--- src/tsq_pkg.sv ---
// Package for the arm/trigger sequencer block.
// Assumes one system clock and an APB register port.
package tsq_pkg;
    // Register byte offsets
    localparam logic [7:0] ADDR_CTRL = 8'h00;
    localparam logic [7:0] ADDR_STAT = 8'h04;
    localparam logic [7:0] ADDR_TIMER = 8'h08;
    localparam logic [3:0] SEQ0_PAGE = 4'h1;
    localparam logic [3:0] SEQ1_PAGE = 4'h2;
    localparam logic [3:0] OFS_CFG = 4'h0;
    localparam logic [3:0] OFS_DLY = 4'h4;
    localparam logic [3:0] OFS_ACT = 4'h8;
    localparam logic [3:0] OFS_OUT = 4'hC;
    // Control bit positions
    localparam int CTRL_INIT0 = 0;
    localparam int CTRL_INIT1 = 1;
    localparam int CTRL_ABORT = 2;
    localparam int CTRL_AUTO = 3;
    localparam int CTRL_BUSTRG = 4;
    // Event sources, also index into the event vector
    localparam logic [3:0] SRC_SELF = 4'h0;
    localparam logic [3:0] SRC_BUS = 4'h1;
    localparam logic [3:0] SRC_TIMER = 4'h2;
    localparam int NUM_SRC = 16;
    localparam int NUM_PIN = 11;
    // Routes 0..10: lines a/b, pins one..seven, network, jack
    localparam int NUM_DEST = 11;
    localparam logic [7:0] ONE_COUNT = 8'h01;
    typedef struct packed {
        logic [7:0] trigCount;
        logic [7:0] armCount;
        logic [3:0] trigSrc;
        logic [3:0] armSrc;
    } tsq_cfg_t;
    typedef struct packed {
        logic [15:0] trigDelay;
        logic [15:0] armDelay;
    } tsq_dly_t;
    typedef struct packed {
        logic [7:0] width;
        logic odType;
        logic polarity;
        logic [3:0] route;
        logic actAfter;
        logic actOutEn;
        logic trigAfter;
        logic trigOutEn;
        logic armAfter;
        logic armOutEn;
    } tsq_out_t;
    typedef enum logic [7:0] {
        ST_IDLE = 8'h01,
        ST_ARMW = 8'h02,
        ST_ARMD = 8'h04,
        ST_TRGW = 8'h08,
        ST_TRGD = 8'h10,
        ST_ACTD = 8'h20,
        ST_ACT = 8'h40
    } tsq_state_t;
endpackage

--- src/tsq_top.sv ---
// Arm/trigger sequencer: two independent sequencers, APB slave,
// event source selection and trigger output routing.
// Assumes a single 50 MHz core_clk and APB master with 8-bit paddr.
//
// Added by the designer: the APB register port and the placing of the registers.
`timescale 1ns/10ps
`default_nettype none

////////////////////////////////////////////////////////////////
// One sequencer instance
module tsq_seq
    import tsq_pkg::*;
(
    input wire logic core_clk,
    input wire logic reset,
    input wire logic init,
    input wire logic abort,
    input wire logic fixedMode,
    input wire logic [NUM_SRC-1:0] evVec,
    input wire tsq_cfg_t cfg,
    input wire tsq_dly_t dly,
    input wire logic [15:0] actDly,
    input wire tsq_out_t outCfg,
    output logic actStrobe,
    output logic pulseOn,
    output logic [7:0] stateBits
);
    tsq_state_t state_reg, state_next; // Sequencer layer
    tsq_cfg_t cfgEff; // Config after auto override
    tsq_dly_t dlyEff;
    logic [15:0] actDlyEff;
    logic [15:0] dlyCnt_reg; // Shared delay counter
    logic [7:0] trigCnt_reg; // Actions done this arm cycle
    logic [7:0] armCnt_reg; // Arm cycles done
    logic [7:0] pulseCnt_reg; // Output pulse width counter
    logic pulseOn_reg;
    logic armEv, trigEv, lastTrig, lastArm, dlyDone, emit;

    // Fixed conditions in auto mode: self source, one pass, no delay
    always_comb
    begin
        cfgEff = cfg;
        dlyEff = dly;
        actDlyEff = actDly;
        if (fixedMode)
        begin
            cfgEff.armSrc = SRC_SELF;
            cfgEff.trigSrc = SRC_SELF;
            cfgEff.armCount = ONE_COUNT;
            cfgEff.trigCount = ONE_COUNT;
            dlyEff = '0;
            actDlyEff = '0;
        end
    end

    // Separate selections for arm and trigger events
    assign armEv = evVec[cfgEff.armSrc];
    assign trigEv = evVec[cfgEff.trigSrc];
    assign dlyDone = (dlyCnt_reg == '0);
    // Count of zero behaves as one
    assign lastTrig = ({1'b0, trigCnt_reg} + 9'h001) >= {1'b0, cfgEff.trigCount};
    assign lastArm = ({1'b0, armCnt_reg} + 9'h001) >= {1'b0, cfgEff.armCount};

    // Layer transitions and trigger output emission points
    always_comb
    begin
        state_next = state_reg;
        emit = 1'b0;
        unique case (state_reg)
            ST_IDLE:
            begin
                if (init)
                begin
                    state_next = ST_ARMW;
                    emit = outCfg.armOutEn & ~outCfg.armAfter;
                end
            end
            ST_ARMW:
            begin
                if (armEv)
                    state_next = ST_ARMD;
            end
            ST_ARMD:
            begin
                if (dlyDone)
                begin
                    state_next = ST_TRGW;
                    emit = outCfg.trigOutEn & ~outCfg.trigAfter;
                end
            end
            ST_TRGW:
            begin
                if (trigEv)
                    state_next = ST_TRGD;
            end
            ST_TRGD:
            begin
                if (dlyDone)
                    state_next = ST_ACTD;
            end
            ST_ACTD:
            begin
                if (dlyDone)
                begin
                    state_next = ST_ACT;
                    emit = outCfg.actOutEn & ~outCfg.actAfter;
                end
            end
            ST_ACT:
            begin
                emit = outCfg.actOutEn & outCfg.actAfter;
                if (!lastTrig)
                    state_next = ST_TRGW;
                else
                begin
                    emit = emit | (outCfg.trigOutEn & outCfg.trigAfter);
                    if (lastArm)
                    begin
                        state_next = ST_IDLE;
                        emit = emit | (outCfg.armOutEn & outCfg.armAfter);
                    end
                    else
                        state_next = ST_ARMW;
                end
            end
        endcase
        if (abort)
        begin
            state_next = ST_IDLE;
            emit = 1'b0;
        end
    end

    // State register
    always_ff @(posedge core_clk or posedge reset)
    begin
        if (reset)
            state_reg <= ST_IDLE;
        else
            state_reg <= state_next;
    end

    // Delay counter, loaded at the detected event or at the end of the trigger delay
    always_ff @(posedge core_clk or posedge reset)
    begin
        if (reset)
            dlyCnt_reg <= '0;
        else if (abort)
            dlyCnt_reg <= '0;
        else if (state_reg == ST_ARMW && armEv)
            dlyCnt_reg <= dlyEff.armDelay;
        else if (state_reg == ST_TRGW && trigEv)
            dlyCnt_reg <= dlyEff.trigDelay;
        else if (state_reg == ST_TRGD && dlyDone)
            dlyCnt_reg <= actDlyEff;
        else if (!dlyDone)
            dlyCnt_reg <= dlyCnt_reg - 16'h0001;
    end

    // Loop counters
    always_ff @(posedge core_clk or posedge reset)
    begin
        if (reset)
        begin
            trigCnt_reg <= '0;
            armCnt_reg <= '0;
        end
        else if (abort || state_reg == ST_IDLE)
        begin
            trigCnt_reg <= '0;
            armCnt_reg <= '0;
        end
        else if (state_reg == ST_ACT)
        begin
            trigCnt_reg <= lastTrig ? 8'h00 : trigCnt_reg + 8'h01;
            if (lastTrig)
                armCnt_reg <= lastArm ? 8'h00 : armCnt_reg + 8'h01;
        end
    end

    // Output pulse, width+1 cycles long
    always_ff @(posedge core_clk or posedge reset)
    begin
        if (reset)
        begin
            pulseOn_reg <= 1'b0;
            pulseCnt_reg <= '0;
        end
        else if (abort)
        begin
            pulseOn_reg <= 1'b0;
            pulseCnt_reg <= '0;
        end
        else if (emit)
        begin
            pulseOn_reg <= 1'b1;
            pulseCnt_reg <= outCfg.width;
        end
        else if (pulseCnt_reg != '0)
            pulseCnt_reg <= pulseCnt_reg - 8'h01;
        else
            pulseOn_reg <= 1'b0;
    end

    assign actStrobe = (state_reg == ST_ACT);
    assign pulseOn = pulseOn_reg;
    assign stateBits = state_reg;
endmodule

////////////////////////////////////////////////////////////////
// Top: APB registers, sources, two sequencers, routing
module tsq_top
    import tsq_pkg::*;
(
    input wire logic core_clk,
    input wire logic reset,
    input wire logic [7:0] paddr,
    input wire logic psel,
    input wire logic penable,
    input wire logic pwrite,
    input wire logic [31:0] pwdata,
    output logic [31:0] prdata,
    output logic pready,
    output logic pslverr,
    input wire logic [1:0] innerBusIn,
    input wire logic [6:0] rearIoIn,
    input wire logic netTrigIn,
    input wire logic trigJackIn,
    output logic [1:0] innerBusOut,
    output logic [1:0] innerBusOe,
    output logic [6:0] rearIoOut,
    output logic [6:0] rearIoOe,
    output logic netTrigOut,
    output logic netTrigOe,
    output logic trigJackOut,
    output logic trigJackOe,
    output logic srcActStrobe,
    output logic measActStrobe,
    output logic [1:0] seqBusy
);
    tsq_cfg_t cfg_reg [2]; // Per sequencer sources and counts
    tsq_dly_t dly_reg [2]; // Arm and trigger delays
    logic [15:0] actDly_reg [2]; // Source or measure delay
    tsq_out_t out_reg [2]; // Trigger output setup
    logic [15:0] period_reg; // Timer period minus one, in cycles
    logic [15:0] timerCnt_reg;
    logic autoRun_reg; // Continuous measurement mode
    logic [1:0] initPulse_reg; // Single-run initiate requests
    logic abortPulse_reg;
    logic busTrg_reg; // Bus trigger event
    logic [31:0] prdata_reg;
    logic [NUM_PIN-1:0] sync1_reg, sync2_reg, prev_reg; // Pin synchronisers
    logic [NUM_PIN-1:0] pinEdge;
    logic timerTick;
    logic [NUM_SRC-1:0] evVec;
    logic [1:0] initVec, abortVec, fixedVec, actVec, pulseVec;
    logic [7:0] stateBits [2];
    logic [NUM_DEST-1:0] destOut, destOe;
    logic wrEn, setup, isSeq, hit;
    logic seqIdx;

    ////////////////////////////////////////////////////////////
    // APB decode, zero wait states
    assign setup = psel & ~penable;
    assign wrEn = psel & penable & pwrite;
    assign isSeq = (paddr[7:4] == SEQ0_PAGE) || (paddr[7:4] == SEQ1_PAGE);
    assign seqIdx = (paddr[7:4] == SEQ1_PAGE);
    assign hit = isSeq || paddr == ADDR_CTRL || paddr == ADDR_STAT || paddr == ADDR_TIMER;
    assign pready = 1'b1;
    assign pslverr = psel & penable & ~hit; // Access outside the control, status, timer and both sequencer pages
    assign prdata = prdata_reg;

    // Register writes; command bits are one-cycle pulses
    always_ff @(posedge core_clk or posedge reset)
    begin
        if (reset)
        begin
            cfg_reg <= '{default: '0};
            dly_reg <= '{default: '0};
            actDly_reg <= '{default: '0};
            out_reg <= '{default: '0};
            period_reg <= '0;
            autoRun_reg <= 1'b0;
            initPulse_reg <= '0;
            abortPulse_reg <= 1'b0;
            busTrg_reg <= 1'b0;
        end
        else
        begin
            initPulse_reg <= '0;
            abortPulse_reg <= 1'b0;
            busTrg_reg <= 1'b0;
            if (wrEn && paddr == ADDR_CTRL)
            begin
                initPulse_reg <= {pwdata[CTRL_INIT1], pwdata[CTRL_INIT0]};
                abortPulse_reg <= pwdata[CTRL_ABORT];
                autoRun_reg <= pwdata[CTRL_AUTO];
                busTrg_reg <= pwdata[CTRL_BUSTRG];
            end
            else if (wrEn && paddr == ADDR_TIMER)
                period_reg <= pwdata[15:0];
            else if (wrEn && isSeq)
            begin
                unique case (paddr[3:0])
                    OFS_CFG: cfg_reg[seqIdx] <= tsq_cfg_t'(pwdata[$bits(tsq_cfg_t)-1:0]);
                    OFS_DLY: dly_reg[seqIdx] <= pwdata;
                    OFS_ACT: actDly_reg[seqIdx] <= pwdata[15:0];
                    OFS_OUT: out_reg[seqIdx] <= tsq_out_t'(pwdata[$bits(tsq_out_t)-1:0]);
                    default: ;
                endcase
            end
        end
    end

    // Read data captured in the setup cycle
    always_ff @(posedge core_clk or posedge reset)
    begin
        if (reset)
            prdata_reg <= '0;
        else if (setup)
        begin
            prdata_reg <= '0;
            if (paddr == ADDR_CTRL)
                prdata_reg[CTRL_AUTO] <= autoRun_reg;
            else if (paddr == ADDR_STAT)
                prdata_reg[15:0] <= {stateBits[1], stateBits[0]};
            else if (paddr == ADDR_TIMER)
                prdata_reg[15:0] <= period_reg;
            else if (isSeq)
            begin
                unique case (paddr[3:0])
                    OFS_CFG: prdata_reg[$bits(tsq_cfg_t)-1:0] <= cfg_reg[seqIdx];
                    OFS_DLY: prdata_reg <= dly_reg[seqIdx];
                    OFS_ACT: prdata_reg[15:0] <= actDly_reg[seqIdx];
                    OFS_OUT: prdata_reg[$bits(tsq_out_t)-1:0] <= out_reg[seqIdx];
                    default: ;
                endcase
            end
        end
    end

    ////////////////////////////////////////////////////////////
    // Periodic timer source
    assign timerTick = (timerCnt_reg >= period_reg);
    always_ff @(posedge core_clk or posedge reset)
    begin
        if (reset)
            timerCnt_reg <= '0;
        else if (timerTick)
            timerCnt_reg <= '0;
        else
            timerCnt_reg <= timerCnt_reg + 16'h0001;
    end

    // Pin synchronisers and rising-edge detection
    always_ff @(posedge core_clk or posedge reset)
    begin
        if (reset)
        begin
            sync1_reg <= '0;
            sync2_reg <= '0;
            prev_reg <= '0;
        end
        else
        begin
            sync1_reg <= {trigJackIn, netTrigIn, rearIoIn, innerBusIn};
            sync2_reg <= sync1_reg;
            prev_reg <= sync2_reg;
        end
    end
    assign pinEdge = sync2_reg & ~prev_reg;
    assign evVec = {2'b00, pinEdge, timerTick, busTrg_reg, 1'b1};

    ////////////////////////////////////////////////////////////
    // Auto mode: measurement restarts, source held idle
    assign initVec = {initPulse_reg[1] | autoRun_reg, initPulse_reg[0] & ~autoRun_reg};
    assign abortVec = {abortPulse_reg, abortPulse_reg | autoRun_reg};
    assign fixedVec = {autoRun_reg, 1'b0};

    // Two independent sequencers: 0 source, 1 measurement
    for (genvar g = 0; g < 2; g++)
    begin : gSeq
        tsq_seq uSeq (
            .core_clk(core_clk),
            .reset(reset),
            .init(initVec[g]),
            .abort(abortVec[g]),
            .fixedMode(fixedVec[g]),
            .evVec(evVec),
            .cfg(cfg_reg[g]),
            .dly(dly_reg[g]),
            .actDly(actDly_reg[g]),
            .outCfg(out_reg[g]),
            .actStrobe(actVec[g]),
            .pulseOn(pulseVec[g]),
            .stateBits(stateBits[g])
        );
        assign seqBusy[g] = ~stateBits[g][0];
    end
    assign srcActStrobe = actVec[0];
    assign measActStrobe = actVec[1];

    // Output routing; sequencer 0 wins a shared destination
    for (genvar d = 0; d < NUM_DEST; d++)
    begin : gDest
        logic sel0, sel1;
        assign sel0 = (out_reg[0].route == 4'(d));
        assign sel1 = (out_reg[1].route == 4'(d));
        assign destOut[d] = sel0 ? (pulseVec[0] ^ out_reg[0].polarity)
            : sel1 ? (pulseVec[1] ^ out_reg[1].polarity) : 1'b0;
        assign destOe[d] = (sel0 & (~out_reg[0].odType | pulseVec[0]))
            | (~sel0 & sel1 & (~out_reg[1].odType | pulseVec[1]));
    end
    assign innerBusOut = destOut[1:0];
    assign innerBusOe = destOe[1:0];
    assign rearIoOut = destOut[8:2];
    assign rearIoOe = destOe[8:2];
    assign netTrigOut = destOut[9];
    assign netTrigOe = destOe[9];
    assign trigJackOut = destOut[10];
    assign trigJackOe = destOe[10];
endmodule

`default_nettype wire

--- config.mk ---
export PLATFORM = sky130hd
export DESIGN_NAME = tsq_top
export DESIGN_NICKNAME = d
export VERILOG_FILES = /design/src/tsq_pkg.sv /design/src/tsq_top.sv
export SDC_FILE = /design/constraint.sdc
export NUM_CORES = 1
export LEC_CHECK = 0
export ABC_AREA = 1
export BUFFER_PORTS_ARGS = -buffer_cell sky130_fd_sc_hd__buf_2
export CORE_MARGIN = 8
export CORE_UTILIZATION = 45
export DETAILED_ROUTE_END_ITERATION = 8
export MAX_ROUTING_LAYER = met4
export PLACE_DENSITY = 0.73
export SLEW_MARGIN = 10
export SYNTH_ARGS = -nofsm -noshare
export SYNTH_HDL_FRONTEND = slang
export SYNTH_SLANG_ARGS = --single-unit
--- constraint.sdc ---
create_clock -name core_clk -period 12.8 [get_ports core_clk]
set_clock_uncertainty 0.15 [all_clocks]
set_input_delay 0 -clock core_clk [delete_from_list [all_inputs] [get_ports core_clk]]
set_output_delay 0 -clock core_clk [all_outputs]
set_load 0.005 [all_outputs]
==> run summary <==
status -> complete, no violations
beginning of the critical path -> autoRun_reg
portion of the post-synthesis area used by sequential elements -> 45.3%
GPL Wtd Cong -> 1.01
max FFs per register -> 64
kind of end point of the critical path -> flop
Net Sw Power -> 1170 µW
nets@finish -> 2961
standard-cell rows -> 79
floorplan die area -> 54100 µm²
crit path capture -> gSeq[0].uSeq.armCnt_reg[6]
Sw Share -> 33.3%
Finished Cell Area -> 24200 µm²
violation count after the first detailed-routing iteration -> 2132
instance area at placement -> 22200 µm²
busiest metal layer after global routing -> met2
endpoint of the lowest-slack register-to-register path -> gSeq[0].uSeq.armCnt_reg[6]
Static Leakage -> 0.0116 µW
HPWL Detailed -> 53500 µm
htree depth -> 2
layout overhead on the synthesized area -> 14.5%
Avg Cell Area, Syn -> 7.79 µm²
clock latency reported for the late side of the worst-skew pair -> 0.58 ns
ys async rst share -> 100%
portion of total power attributed to combinational logic -> 23.8%
worst max-slew margin expressed relative to the limit -> 20.3%
class of the worst hold path -> input port to flop
average wire length per cell after detail routing -> 21.0 µm
met2 Track Usage GR -> 42.1%
maximum buffer depth of the clock tree -> 3
number of flip-flops and latches in the synthesized netlist -> 382
maximum operating frequency -> 0.233 GHz
number of synthesized flops with an enable pin -> 0
Synth Instances -> 2712
Final Max Slew Viols -> 0
initial core utilization -> 45.5%
Post-Route WL -> 73200 µm
root cell of the clock tree -> clkbuf_16
RSZ-0062 raised after global routing -> no
power density normalized to cell area -> 145 nW/µm²
total negative slack -> 0 ns
global routing usage on met3 -> 4.25%
total track usage -> 27.6%
peak ir drop on the vdd network -> 0.148 mV
clock slew at reported path FFs -> 0.06 ns
number of endpoints with negative hold slack in the final report -> 0
fraction of layout cells with a size suffix above 1 -> 10.2%
via count of the first global-routing pass -> 19100
ys flop type -> dfrtp_1
post-detailed-route count of antenna-violating nets -> 0
number of unique standard cell types used by synthesis -> 65
total clock buffers created by CTS -> 43
via/cell ratio -> 5.74
Max FO, Critical Path -> 35
placeable core area -> 46500 µm²
overflow left after global routing -> 0
GR Layer Usage met1 -> 35.5%
antenna violations before repair -> 2
required time worst endpoint -> 13.13 ns
die outline height -> 233 µm
YS warnings -> 0
post-CTS setup buffers -> 0
largest net degree at the start of global routing -> 157
remaining design rule violation count -> 0
kind of start point of the critical path -> flop
shortest period the worst path allows -> 4.29 ns
relative contribution of the clock network to total power -> 35.4%
type of the worst setup path -> flop to flop
TritonCTS clock tree -> yes
Arrival @ worst endpoint -> 4.62 ns
Worst-Margin Slew -> 1.19 ns
num ports -> 116
first-pass iteration count of the detailed router -> 6
clock sink total -> 382
start of the worst register-to-register path -> autoRun_reg
Flop pwr share -> 40.8%
number of buffers inserted by port buffering -> 114
total number of vias -> 20000
worst r2r path cells -> 5
overall die width -> 233 µm
first-pass GRT wire length -> 113000 µm
number of maximum-capacitance violations -> 0
setup slack, reg-to-reg -> 8.51 ns
summed instance area of the synthesized netlist -> 21100 µm²
syn_nets -> 2828
P_int -> 2330 µW
ratio of final minimum period to clock period -> 33.5%
final hold slack -> 0.0335 ns
number of setup violations in the final report -> 0
[routing by layer]
metal,vias to the layer above,part of all wire (%)
li1,9238,-
met1,9616,41
met2,928,45
met3,207,8.1
met4,0,5.6
met5,-,0
[synth_stat cells (39+ instances only)]
cell      count  area [µm²]
xor2_1       39         342
inv_1       331        1240
nor2_1      239         897
dfrtp_1     380        9510
nand2_1     571        2140
nand3_1     147         736
o21ai_0     358        1790
clkbuf_1     74         278
o22ai_1      47         294
a21oi_1      98         490
nor3_1       42         210
ha_1         60         751
[how the worst min path moves through the flow]
| stage | from | endpoint | slack, ns | depth (start not counted) |
|---|---|---|---|---|
| 5_1_grt | pwdata[29] | dly_reg[29] | 0.05 | 4 |
| 4_1_cts | pwdata[29] | dly_reg[29] | 0.01 | 4 |
| 3_5_place_dp | rearIoIn[3] | sync1_reg[5] | -0.04 | 1 |
| 6_report | paddr[4] | prdata[20] | 0.03 | 6 |
| 2_1_floorplan | innerBusIn[0] | sync1_reg[0] | -0.12 | 0 |
| 3_3_place_gp | innerBusIn[1] | sync1_reg[1] | -0.04 | 1 |
[final cells by class]
class,instances,area (µm²)
fill,4435,22300
antenna,2,5.00
clock inverter,17,154
multi-input combinational,1871,9790
tap,607,759
timing repair buffer,201,1400
inverter,346,1310
clock buffer,58,1220
sequential,382,9560
[metrics by stage]
step / setup WS, ns / util (%) / power (µW) / cells
5_1_grt: 8.32 / 52.1 / 3680 / 3483
2_1_floorplan: 2.04 / - / 2030 / 2712
6_report: 8.51 / 52.1 / 3500 / 3484
3_5_place_dp: 8.70 / 47.7 / 2240 / 3341
3_3_place_gp: 8.76 / 47.7 / 2220 / 3341
4_1_cts: 8.69 / 52.1 / 3500 / 3482
[cells in the final DEF, fill, tap and decap left out, types with 10 or more instances in the layout]
cell type,Yosys,layout
clkbuf_16,0,45
o21ai_1,29,29
o22ai_1,47,47
a221oi_1,12,12
nor3_2,7,10
ha_1,60,60
nand4_1,29,29
buf_2,28,114
o21ai_0,358,358
o2111ai_1,15,15
nor3_1,42,39
inv_1,331,330
inv_2,12,12
o211ai_1,27,27
nand3_1,147,146
xor2_1,39,39
nand2_1,571,571
nand2_2,14,14
a21oi_1,98,98
dlygate4sd3_1,0,66
dfrtp_1,380,380
buf_4,3,20
xnor2_1,16,16
nor2_1,239,238
o21a_1,18,18
[kinds of logic (layout without fill, tap and decap cells)]
family	after synthesis	in the layout	synth area share, %
compound gates	640	640	17.0
fa+ha+maj	60	60	3.55
mux	8	8	0.420
flops	382	382	45.3
other cells	1	3	0.0177
simple gates	1107	1107	22.9
xor+xnor	55	55	2.28
buf+inv	459	622	8.55
[power by group through the flow]
stage / Sequential (µW) / Clock (µW) / Combinational, µW
2_1_floorplan: 1410 / 0 / 619
3_3_place_gp: 1440 / 0 / 784
3_5_place_dp: 1440 / 0 / 800
4_1_cts: 1420 / 1250 / 821
5_1_grt: 1440 / 1300 / 938
6_report: 1430 / 1240 / 834
[worst max-delay path: stages, from the launching register on]
cell	delay, ns
dfrtp_1	0.75
nor2_4	0.97
clkinv_1	0.85
nor2_1	0.88
nand2_1	0.32
o22ai_1	0.25
[timing repair]
| item | in CTS | in global routing |
|---|---|---|
| gates resized for setup | 0 | 0 |
| hold endpoints to repair | 333 | 0 |
| hold buffers | 66 | 0 |
Power figures use the tool's default switching activity.
